[src/inc/ssx_pkg.sv]
// package: register map, field layout, modes and timing of the serial port
package ssx_pkg;

	// ------------------------------------------------------------
	// register byte offsets
	// ------------------------------------------------------------
	localparam logic [7:0] SSX_OFS_CTRL = 8'h00;
	localparam logic [7:0] SSX_OFS_STAT = 8'h04;
	localparam logic [7:0] SSX_OFS_TXB = 8'h08;
	localparam logic [7:0] SSX_OFS_RXB = 8'h0C;

	// ------------------------------------------------------------
	// field positions
	// ------------------------------------------------------------
	localparam int SSX_CTRL_STOP_POS = 1;
	localparam int SSX_STAT_TX_UNDERRUN_FLAG_POS = 4;
	localparam int SSX_STAT_RXERR_POS = 5;

	// ------------------------------------------------------------
	// modes and clock selection
	// ------------------------------------------------------------
	localparam logic [1:0] SSX_MODE_TX = 2'h0;
	localparam logic [1:0] SSX_MODE_RX = 2'h1;
	localparam logic [1:0] SSX_MODE_TRX = 2'h2;
	localparam logic [2:0] SSX_SCK_EXT = 3'h7;
	localparam logic SSX_ORDER_MSB = 1'b0;

	// ------------------------------------------------------------
	// reset values and timing
	// ------------------------------------------------------------
	localparam logic [7:0] SSX_CTRL_RST = 8'h00;
	localparam logic [5:0] SSX_STAT_RST = 6'h04;
	localparam logic [7:0] SSX_IDLE_BYTE = 8'hFF;
	localparam logic [2:0] SSX_LAST_BIT = 3'h7;
	localparam logic [2:0] SSX_PRE_LAST_BIT = 3'h6;
	// internal half period in system clocks is this base shifted by the
	// clock select field
	localparam logic [11:0] SSX_HALF_BASE = 12'h0002;

	typedef enum logic [2:0] {
		SSX_PH_IDLE = 3'b001,
		SSX_PH_SHIFT = 3'b010,
		SSX_PH_GAP = 3'b100
	} ssx_phase_t;

	typedef struct packed {
		logic [2:0] sck_sel;
		logic [1:0] mode;
		logic order;
		logic stop;
		logic start;
	} ssx_ctrl_t;

	typedef struct packed {
		logic rx_err;
		logic tx_err;
		logic rx_full;
		logic tx_empty;
		logic shifting;
		logic active;
	} ssx_stat_t;

	typedef struct packed {
		ssx_ctrl_t ctrl;
		ssx_stat_t stat;
		ssx_phase_t phase;
		logic [7:0] tx_buf;
		logic [7:0] rx_buf;
		logic [7:0] tx_sh;
		logic [7:0] rx_sh;
		logic [2:0] bit_cnt;
		logic empty_pend;
		logic tx_irq_pend;
		logic [11:0] div_cnt;
		logic sck_lvl;
		logic so;
		logic irq;
		logic sck_s1;
		logic sck_s2;
		logic sck_s3;
		logic si_s1;
		logic si_s2;
		logic wr_pend;
		logic [7:0] wr_addr;
		logic [31:0] rdata;
	} ssx_state_t;

endpackage

[src/hw/ssx_serial_port.sv]
// design: eight-bit synchronous serial port with ahb-lite register slave
// ------------------------------------------------------------
// How it works
// transmit bits leave on the leading edge, receive bits sampled on trailing
// leading edge is clock pin falling, trailing is rising, both clock sources
// one bit-order bit serves transmit and receive alike
// software changes bit order only while transfer-active reads zero
// order zero sends msb first, order one sends lsb first
// mode field 00 selects transmit only
// mode field 01 selects receive only
// mode field 10 selects full duplex
// internal clock output idles high before and after transfers
// writing the transmit buffer clears the buffer-empty flag
// transfer-active flag rises on a falling clock edge after start
// one transmit bit per falling edge in selected order
// shift-active high from first to eighth falling edge of a byte
// buffer-empty set on rising edge after load, interrupt next falling edge in transmit-only mode
// internal clock waits for buffered byte before starting
// internal clock loads and starts clocking within one serial period
// external clock loads the byte on the first falling edge after start
// internal clock stops high when empty, write resumes within one period
// byte written before current byte ends follows back to back
// external underrun sets transmit error and interrupt together at shift start
// clearing start finishes current byte, clears active, holds output high
// with external clock, clear start before next byte's shift begins
// forced stop halts at once, resets start, status and both buffers
// eight bits per byte through an eight-bit shift register
// ------------------------------------------------------------
//
// The address map and the AHB-Lite register port are this design's own decisions.
`timescale 1ns/1ps
module ssx_serial_port
(
	input wire logic CLK_SYS_IN,
	input wire logic RESET_N_IN,
	input wire logic HSEL_IN,
	input wire logic [31:0] HADDR_IN,
	input wire logic [1:0] HTRANS_IN,
	input wire logic HWRITE_IN,
	input wire logic [2:0] HSIZE_IN,
	input wire logic [31:0] HWDATA_IN,
	input wire logic HREADY_IN,
	output logic [31:0] HRDATA_OUT,
	output logic HREADYOUT_OUT,
	output logic HRESP_OUT,
	input wire logic SCK_IN,
	output logic SCK_OUT,
	output logic SCK_OE_OUT,
	input wire logic SI_IN,
	output logic SO_OUT,
	output logic SERIAL_IRQ_OUT
);

	// ------------------------------------------------------------
	// reset release
	// ------------------------------------------------------------
	logic rst_s1_r;
	logic rst_n_r;

	always_ff @(posedge CLK_SYS_IN or negedge RESET_N_IN)
	begin
		if (!RESET_N_IN)
		begin
			rst_s1_r <= 1'b0;
			rst_n_r <= 1'b0;
		end
		else
		begin
			rst_s1_r <= 1'b1;
			rst_n_r <= rst_s1_r;
		end
	end

	// ------------------------------------------------------------
	// state
	// ------------------------------------------------------------
	ssx_pkg::ssx_state_t s_r;
	ssx_pkg::ssx_state_t s_nxt;

	localparam ssx_pkg::ssx_state_t SSX_STATE_RST = '{
		ctrl: ssx_pkg::SSX_CTRL_RST,
		stat: ssx_pkg::SSX_STAT_RST,
		phase: ssx_pkg::SSX_PH_IDLE,
		tx_buf: 8'h00,
		rx_buf: 8'h00,
		tx_sh: ssx_pkg::SSX_IDLE_BYTE,
		rx_sh: 8'h00,
		bit_cnt: 3'h0,
		empty_pend: 1'b0,
		tx_irq_pend: 1'b0,
		div_cnt: 12'h000,
		sck_lvl: 1'b1,
		so: 1'b1,
		irq: 1'b0,
		sck_s1: 1'b1,
		sck_s2: 1'b1,
		sck_s3: 1'b1,
		si_s1: 1'b1,
		si_s2: 1'b1,
		wr_pend: 1'b0,
		wr_addr: 8'h00,
		rdata: 32'h0000_0000
	};

	always_ff @(posedge CLK_SYS_IN or negedge rst_n_r)
	begin
		if (!rst_n_r)
			s_r <= SSX_STATE_RST;
		else
			s_r <= s_nxt;
	end

	// ------------------------------------------------------------
	// next state
	// ------------------------------------------------------------
	always_comb
	begin
		logic ext_clk;
		logic ext_fall;
		logic ext_rise;
		logic int_fall;
		logic int_rise;
		logic fall;
		logic rise;
		logic tx_mode;
		logic rx_mode;
		logic data_ok;
		logic go_ok;
		logic force_stop;
		logic addr_ph;
		logic [11:0] half;
		logic [7:0] rx_next;
		logic [7:0] wdat;
		ssx_pkg::ssx_stat_t clr;

		s_nxt = s_r;
		ext_clk = (s_r.ctrl.sck_sel == ssx_pkg::SSX_SCK_EXT);
		int_fall = 1'b0;
		int_rise = 1'b0;
		force_stop = 1'b0;
		rx_next = s_r.rx_sh;
		wdat = HWDATA_IN[7:0];
		clr = s_r.stat;
		s_nxt.irq = 1'b0;

		// pin synchronisers; edges come from the second and third stage
		s_nxt.sck_s1 = SCK_IN;
		s_nxt.sck_s2 = s_r.sck_s1;
		s_nxt.sck_s3 = s_r.sck_s2;
		s_nxt.si_s1 = SI_IN;
		s_nxt.si_s2 = s_r.si_s1;
		ext_fall = s_r.sck_s3 & ~s_r.sck_s2;
		ext_rise = ~s_r.sck_s3 & s_r.sck_s2;

		tx_mode = (s_r.ctrl.mode == ssx_pkg::SSX_MODE_TX) ||
			(s_r.ctrl.mode == ssx_pkg::SSX_MODE_TRX);
		rx_mode = (s_r.ctrl.mode == ssx_pkg::SSX_MODE_RX) ||
			(s_r.ctrl.mode == ssx_pkg::SSX_MODE_TRX);

		// ------------------------------------------------------------
		// bus address phase: read data and read side effects
		// ------------------------------------------------------------
		addr_ph = HSEL_IN && HTRANS_IN[1] && HREADY_IN;
		s_nxt.wr_pend = addr_ph && HWRITE_IN;
		if (addr_ph)
			s_nxt.wr_addr = HADDR_IN[7:0];
		if (addr_ph && !HWRITE_IN)
		begin
			unique case (HADDR_IN[7:0])
				ssx_pkg::SSX_OFS_CTRL:
					s_nxt.rdata = {24'h00_0000, s_r.ctrl};
				ssx_pkg::SSX_OFS_STAT:
					s_nxt.rdata = {26'h00_0000, s_r.stat};
				ssx_pkg::SSX_OFS_RXB:
				begin
					s_nxt.rdata = {24'h00_0000, s_r.rx_buf};
					s_nxt.stat.rx_full = 1'b0;
				end
				default:
					s_nxt.rdata = 32'h0000_0000;
			endcase
		end

		// ------------------------------------------------------------
		// bus data phase: writes
		// ------------------------------------------------------------
		if (s_r.wr_pend)
		begin
			unique case (s_r.wr_addr)
				ssx_pkg::SSX_OFS_CTRL:
				begin
					s_nxt.ctrl = wdat;
					s_nxt.ctrl.stop = 1'b0;
					force_stop = wdat[ssx_pkg::SSX_CTRL_STOP_POS];
				end
				ssx_pkg::SSX_OFS_STAT:
				begin
					if (!wdat[ssx_pkg::SSX_STAT_TX_UNDERRUN_FLAG_POS])
						s_nxt.stat.tx_err = 1'b0;
					if (!wdat[ssx_pkg::SSX_STAT_RXERR_POS] && s_r.stat.rx_err)
					begin
						s_nxt.stat.rx_err = 1'b0;
						s_nxt.stat.rx_full = 1'b0;
					end
				end
				ssx_pkg::SSX_OFS_TXB:
				begin
					// a write while the buffer still holds a byte is dropped
					if (s_r.stat.tx_empty)
					begin
						s_nxt.tx_buf = wdat;
						s_nxt.stat.tx_empty = 1'b0;
					end
				end
				default:
				begin
				end
			endcase
		end

		// ------------------------------------------------------------
		// internal clock generator with automatic wait
		// ------------------------------------------------------------
		data_ok = 1'b1;
		if (tx_mode && s_r.stat.tx_empty)
			data_ok = 1'b0;
		if (rx_mode && (s_r.stat.rx_full || s_r.stat.rx_err))
			data_ok = 1'b0;
		if (!tx_mode && !rx_mode)
			data_ok = 1'b0;
		go_ok = (s_r.phase == ssx_pkg::SSX_PH_SHIFT) ||
			(s_r.ctrl.start && data_ok);
		half = ssx_pkg::SSX_HALF_BASE << s_r.ctrl.sck_sel;
		if (ext_clk)
		begin
			s_nxt.sck_lvl = 1'b1;
			s_nxt.div_cnt = 12'h000;
		end
		else if (s_r.div_cnt < half - 12'h001)
			s_nxt.div_cnt = s_r.div_cnt + 12'h001;
		else
		begin
			// a waiting clock leaves its high level at most one period
			// after the wait is released
			s_nxt.div_cnt = 12'h000;
			if (!s_r.sck_lvl)
			begin
				int_rise = 1'b1;
				s_nxt.sck_lvl = 1'b1;
			end
			else if (go_ok)
			begin
				int_fall = 1'b1;
				s_nxt.sck_lvl = 1'b0;
			end
		end
		fall = ext_clk ? ext_fall : int_fall;
		rise = ext_clk ? ext_rise : int_rise;

		// ------------------------------------------------------------
		// falling edge: start of byte or next transmit bit
		// ------------------------------------------------------------
		if (fall)
		begin
			if (s_r.tx_irq_pend)
			begin
				s_nxt.irq = 1'b1;
				s_nxt.tx_irq_pend = 1'b0;
			end
			if (s_r.phase != ssx_pkg::SSX_PH_SHIFT)
			begin
				if (s_r.ctrl.start && (tx_mode || rx_mode))
				begin
					s_nxt.phase = ssx_pkg::SSX_PH_SHIFT;
					s_nxt.stat.active = 1'b1;
					s_nxt.stat.shifting = 1'b1;
					s_nxt.bit_cnt = 3'h0;
					s_nxt.so = 1'b1;
					s_nxt.tx_sh = ssx_pkg::SSX_IDLE_BYTE;
					if (tx_mode && !s_r.stat.tx_empty)
					begin
						// buffered byte enters the shifter at once
						s_nxt.tx_sh = s_r.tx_buf;
						s_nxt.empty_pend = 1'b1;
						s_nxt.so = (s_r.ctrl.order == ssx_pkg::SSX_ORDER_MSB) ?
							s_r.tx_buf[7] : s_r.tx_buf[0];
					end
					else if (tx_mode)
					begin
						s_nxt.stat.tx_err = 1'b1;
						s_nxt.irq = 1'b1;
					end
				end
			end
			else
			begin
				s_nxt.bit_cnt = s_r.bit_cnt + 3'h1;
				if (s_r.bit_cnt == ssx_pkg::SSX_PRE_LAST_BIT)
					s_nxt.stat.shifting = 1'b0;
				if (s_r.ctrl.order == ssx_pkg::SSX_ORDER_MSB)
				begin
					s_nxt.tx_sh = {s_r.tx_sh[6:0], 1'b1};
					s_nxt.so = s_r.tx_sh[6];
				end
				else
				begin
					s_nxt.tx_sh = {1'b1, s_r.tx_sh[7:1]};
					s_nxt.so = s_r.tx_sh[1];
				end
				if (!tx_mode || s_r.stat.tx_err)
					s_nxt.so = 1'b1;
			end
		end

		// ------------------------------------------------------------
		// rising edge: receive sample and end of byte
		// ------------------------------------------------------------
		if (rise && (s_r.phase == ssx_pkg::SSX_PH_SHIFT))
		begin
			if (s_r.empty_pend)
			begin
				s_nxt.empty_pend = 1'b0;
				s_nxt.stat.tx_empty = 1'b1;
				s_nxt.tx_irq_pend = (s_r.ctrl.mode == ssx_pkg::SSX_MODE_TX);
			end
			if (s_r.ctrl.order == ssx_pkg::SSX_ORDER_MSB)
				rx_next = {s_r.rx_sh[6:0], s_r.si_s2};
			else
				rx_next = {s_r.si_s2, s_r.rx_sh[7:1]};
			s_nxt.rx_sh = rx_next;
			if (s_r.bit_cnt == ssx_pkg::SSX_LAST_BIT)
			begin
				if (rx_mode && !s_r.stat.rx_err)
				begin
					if (s_r.stat.rx_full && ext_clk)
					begin
						s_nxt.stat.rx_err = 1'b1;
						s_nxt.irq = 1'b1;
					end
					else
					begin
						s_nxt.rx_buf = rx_next;
						s_nxt.stat.rx_full = 1'b1;
						s_nxt.irq = 1'b1;
					end
				end
				if (s_r.ctrl.start)
					s_nxt.phase = ssx_pkg::SSX_PH_GAP;
				else
				begin
					s_nxt.phase = ssx_pkg::SSX_PH_IDLE;
					s_nxt.stat.active = 1'b0;
					s_nxt.so = 1'b1;
				end
			end
		end

		// start cleared while waiting between bytes ends the transfer
		if ((s_r.phase == ssx_pkg::SSX_PH_GAP) && !s_r.ctrl.start && !fall)
		begin
			s_nxt.phase = ssx_pkg::SSX_PH_IDLE;
			s_nxt.stat.active = 1'b0;
			s_nxt.so = 1'b1;
		end

		// transmit output stays high while an underrun is flagged
		if (s_nxt.stat.tx_err)
			s_nxt.so = 1'b1;

		// ------------------------------------------------------------
		// forced stop overrides everything
		// ------------------------------------------------------------
		if (force_stop)
		begin
			s_nxt.ctrl.start = 1'b0;
			s_nxt.stat = ssx_pkg::SSX_STAT_RST;
			s_nxt.tx_buf = 8'h00;
			s_nxt.rx_buf = 8'h00;
			s_nxt.phase = ssx_pkg::SSX_PH_IDLE;
			s_nxt.tx_sh = ssx_pkg::SSX_IDLE_BYTE;
			s_nxt.bit_cnt = 3'h0;
			s_nxt.empty_pend = 1'b0;
			s_nxt.tx_irq_pend = 1'b0;
			s_nxt.div_cnt = 12'h000;
			s_nxt.sck_lvl = 1'b1;
			s_nxt.so = 1'b1;
			s_nxt.irq = 1'b0;
		end
		clr = s_nxt.stat;
		s_nxt.stat = clr;
	end

	// ------------------------------------------------------------
	// outputs
	// ------------------------------------------------------------
	assign HRDATA_OUT = s_r.rdata;
	assign HREADYOUT_OUT = 1'b1;
	assign HRESP_OUT = 1'b0;
	assign SCK_OUT = s_r.sck_lvl;
	assign SCK_OE_OUT = (s_r.ctrl.sck_sel != ssx_pkg::SSX_SCK_EXT);
	assign SO_OUT = s_r.so;
	assign SERIAL_IRQ_OUT = s_r.irq;

endmodule

[config.mk]
export PLATFORM = sky130hd
export DESIGN_NAME = ssx_serial_port
export DESIGN_NICKNAME = d
export VERILOG_FILES = /design/src/inc/ssx_pkg.sv /design/src/hw/ssx_serial_port.sv
export SDC_FILE = /design/constraint.sdc
export NUM_CORES = 1
export LEC_CHECK = 0
export ABC_AREA = 1
export BUFFER_PORTS_ARGS = -buffer_cell sky130_fd_sc_hd__buf_2
export CAP_MARGIN = 15
export CORE_AREA = 10 10 109 111
export CTS_BUF_LIST = sky130_fd_sc_hd__clkbuf_8
export CTS_CLUSTER_DIAMETER = 150
export DETAILED_ROUTE_END_ITERATION = 6
export DIE_AREA = 0 0 119 121
export PLACE_DENSITY = 0.79
export SLEW_MARGIN = 20
export SYNTH_ARGS = -nofsm -noshare
export SYNTH_HDL_FRONTEND = slang
export SYNTH_SLANG_ARGS = --single-unit
[constraint.sdc]
create_clock -name CLK_SYS_IN -period 6.99 [get_ports CLK_SYS_IN]
set_clock_uncertainty 0.15 [all_clocks]
set_input_delay 1.0485 -clock CLK_SYS_IN [delete_from_list [all_inputs] [get_ports CLK_SYS_IN]]
set_output_delay 1.0485 -clock CLK_SYS_IN [all_outputs]
set_load 0.005 [all_outputs]
==> impl_metrics.env <==
export IMPL_outcome="finished clean"
export IMPL_cp_slowest_cell="dfrtp_1"
export IMPL_drv_slew=0
export IMPL_vdd_ir_drop_max_v=0.000226
export IMPL_p_leak_nw=3.00
export IMPL_synth_seq_cells=92
export IMPL_ctsHtreeMaxLevel=3
export IMPL_ys_seq_area_share_pct=44.6
export IMPL_numPortBuffers=35
export IMPL_gp_congestion=0.901
export IMPL_dpl_cell_area_um2=5340
export IMPL_drt_met1_wl_um=4850
export IMPL_cts_sinks=92
export IMPL_ys_warn_count=0
export IMPL_top_layer="met4"
export IMPL_num_vias=4361
export IMPL_fp_row_count=36
export IMPL_r2r_setup_slack_ps=3700
export IMPL_areaGrowthSynthToFinish_pct=6.79
export IMPL_slew_limit_headroom_pct=39.7
export IMPL_fin_crit_sh_pct=47.0
export IMPL_max_stage_delay_ps=460
export IMPL_cts_buffers=9
export IMPL_period_minus_slack_ps=3290
export IMPL_cp_required_ps=7090
export IMPL_cts_setup_buffers=0
export IMPL_drive_above_1_share_pct=12.3
export IMPL_clkPwrFrac_pct=24.7
export IMPL_io_pins=114
export IMPL_worstSetupPathType="register to register"
export IMPL_final_cell_area_um2=5570
export IMPL_dieArea_um2=14400
export IMPL_grt_max_degree=84
export IMPL_clkLatencyLatePin_ps=370
export IMPL_synth_top_area_cell="dfrtp_1"
export IMPL_drtPass1Iterations=5
export IMPL_grt_usage_pct=16.0
export IMPL_rsz0062_at_grt="no"
export IMPL_wl_met3_um=997
export IMPL_regArea_um2=2330
export IMPL_grt_pass1_wl_um=19400
export IMPL_antenna_left=0
export IMPL_regToRegEndpoint="s_r[106]"
export IMPL_die_y_um=121
export IMPL_p_int_mw=0.967
export IMPL_grt_pass1_vias=4114
export IMPL_tightest_slew_ps=905
export IMPL_combPwrFrac_pct=27.5
export IMPL_syn_instance_count=673
export IMPL_wl_per_cell_um=13.7
export IMPL_crit_top_cell="nand2_1"
export IMPL_chipWidth_um=119
export IMPL_root_buffer="clkbuf_8"
export IMPL_worstSetupEndpointType="register"
export IMPL_synth_top_area_share_pct=36.0
export IMPL_ctsHoldBuffers=1
export IMPL_hold_violations=0
export IMPL_gr_total_overflow=0
export IMPL_finalSetupViolCount=0
export IMPL_first_iter_violations=390
export IMPL_yosys_top_cells_area="dfrtp_1, nand2_1, dfstp_2"
export IMPL_reg2reg_depth=19
export IMPL_drc=0
export IMPL_antenna_cells=0
export IMPL_worstPathMaxFanout=16
export IMPL_powerDensity_nw_per_um2=273
export IMPL_seq_power_share_pct=47.8
export IMPL_post_dp_hpwl_um=8660
export IMPL_syn_area_um2=5210
export IMPL_r2r_start="s_r[114]"
export IMPL_maxCapViolCount=0
export IMPL_tns_ps=0
export IMPL_coreArea_um2=9640
export IMPL_cts_tree="built"
export IMPL_synth_edf_count=0
export IMPL_fillerInstances=867
export IMPL_start_util_pct=54.1
export IMPL_crit_arrival_ps=3380
export IMPL_switchingPower_mw=0.555
export IMPL_max_freq_mhz=304
export IMPL_synthFlopType="dfrtp_1"
export IMPL_clkTransAtPathRegs_ps=90
export IMPL_wirelength_um=11500
export IMPL_grt_antenna_before_repair=0
export IMPL_cp_start_kind="register"
export IMPL_path_cells="clkinv_1 -> nand2_1 -> ha_1 -> xor2_1 -> nand3_1 -> ha_1 -> nand2_1 -> inv_1 -> nand2_1 -> nand2_1 -> nand2_1 -> nand3_1 -> nand2_1 -> nand2_2 -> nand2_1 -> inv_2 -> nand2_1 -> nand2_1 -> nor2_1"
export IMPL_met2_length_um=5480
export IMPL_async_flop_share_pct=100
export IMPL_num_nets_final=796
export IMPL_synthDistinctLibCells=39
export IMPL_avgSynthCellArea_um2=7.75
export IMPL_clockBufferDepth=2
export IMPL_cts_resized=0
export IMPL_hold_class="register to asynchronous set/reset pin"
export IMPL_p_sw_share_pct=36.5
export IMPL_multi_input_area_um2=2330
export IMPL_vias_per_cell=5.20
-- layout by cell type, fill, tap and decap left out, types with 2 or more instances in the layout --
cell type / count
a21oi_1: 14
a31oi_1: 2
buf_2: 35
clkbuf_8: 10
clkinvlp_4: 2
conb_1: 29
dfrtp_1: 74
dfstp_2: 17
ha_1: 19
inv_1: 86
inv_2: 3
inv_6: 2
mux2_2: 2
mux2i_1: 6
nand2_1: 186
nand2_2: 4
nand3_1: 37
nand4_1: 15
nor2_1: 44
nor3_1: 9
nor4_1: 2
o21ai_0: 80
o21ai_1: 2
o21ai_2: 2
xor2_1: 5
-- synthesized netlist by cell type (2+ instances only) --
master      n
a21oi_1    14
a31oi_1     2
buf_2       3
buf_4      34
buf_6       2
clkbuf_1    8
conb_1      2
dfrtp_1    75
dfstp_2    17
ha_1       19
inv_1      86
inv_2       3
mux2_2      2
mux2i_1     6
nand2_1   186
nand2_2     4
nand3_1    37
nand4_1    15
nor2_1     44
nor3_1      9
nor4_1      2
o21ai_0    80
o21ai_1     2
o21ai_2     2
xor2_1      5
-- critical path, delay by kind of cell, from the launching register on --
family | cells | cell delay (ps)
DFF | 1 | 460
adders and majority gates | 2 | 580
xor gates and xnor gates | 1 | 160
buffers and inverters | 3 | 560
and+or+nand+nor | 13 | 1250
-- layout make-up --
| cell class | count | share of cell area, % |
|---|---|---|
| Clock buffer | 10 | 2.47 |
| Clock inverter | 6 | 1.28 |
| Inverter | 90 | 6.07 |
| Multi-Input combinational cell | 471 | 41.9 |
| Sequential cell | 92 | 41.8 |
| Tap cell | 133 | 2.99 |
| Timing Repair Buffer | 37 | 3.53 |
-- routing by layer --
layer / global-route usage (%) / vias up
li1: - / 2153
met1: 20.1 / 2037
met2: 26.7 / 152
met3: 4.09 / 19
met4: 4.58 / 0
met5: 0 / -
-- flip-flops by register name, summed over array words and instances (netlist names) --
signal / count
SCK_OUT: 1
HRDATA_OUT: 8
rst_n_r: 1
SO_OUT: 1
SERIAL_IRQ_OUT: 1
rst_s1_r: 1
s_r: 76
s_nxt: 3
-- power by group through the flow --
| stage | clock network (mW) | logic, mW | registers, mW |
|---|---|---|---|
| final | 0.375 | 0.419 | 0.728 |
| after detailed placement | 0 | 0.415 | 0.737 |
| after global placement | 0 | 0.396 | 0.730 |
| after global routing | 0.402 | 0.488 | 0.739 |
| after CTS | 0.384 | 0.419 | 0.726 |
| after floorplan | 0 | 0.342 | 0.714 |
-- kinds of logic after synthesis --
logic type | after synthesis | share of synthesized area [%]
DFF | 92 | 44.6
xor gates and xnor gates | 6 | 1.01
other | 2 | 0.144
and+or+nand+nor | 304 | 24.9
adders and majority gates | 19 | 4.56
buffers and inverters | 137 | 12.7
muxes | 8 | 1.58
AOI/OAI and AO/OA | 105 | 10.6
-- through the flow --
stage	power, mW	worst slack (ps)	util (%)	hold WS (ps)	std cells
floorplan	1.06	4120	-	181	700
global placement	1.13	3870	55.4	-25.8	822
detailed placement	1.15	3750	55.4	-21.9	822
CTS	1.53	3720	57.7	139	839
global route	1.63	3360	57.7	148	839
finish	1.52	3700	57.7	140	839
-- worst max path at each step --
stage | startpoint | end
after global routing | s_r[114] | s_r[102]
after global placement | s_r[114] | s_r[106]
after CTS | s_r[114] | s_r[106]
final | s_r[114] | s_r[106]
after detailed placement | s_r[114] | s_r[88]
after floorplan | rst_n_r | HRDATA_OUT[0]
Note: power is estimated with default switching activity, not from simulation.
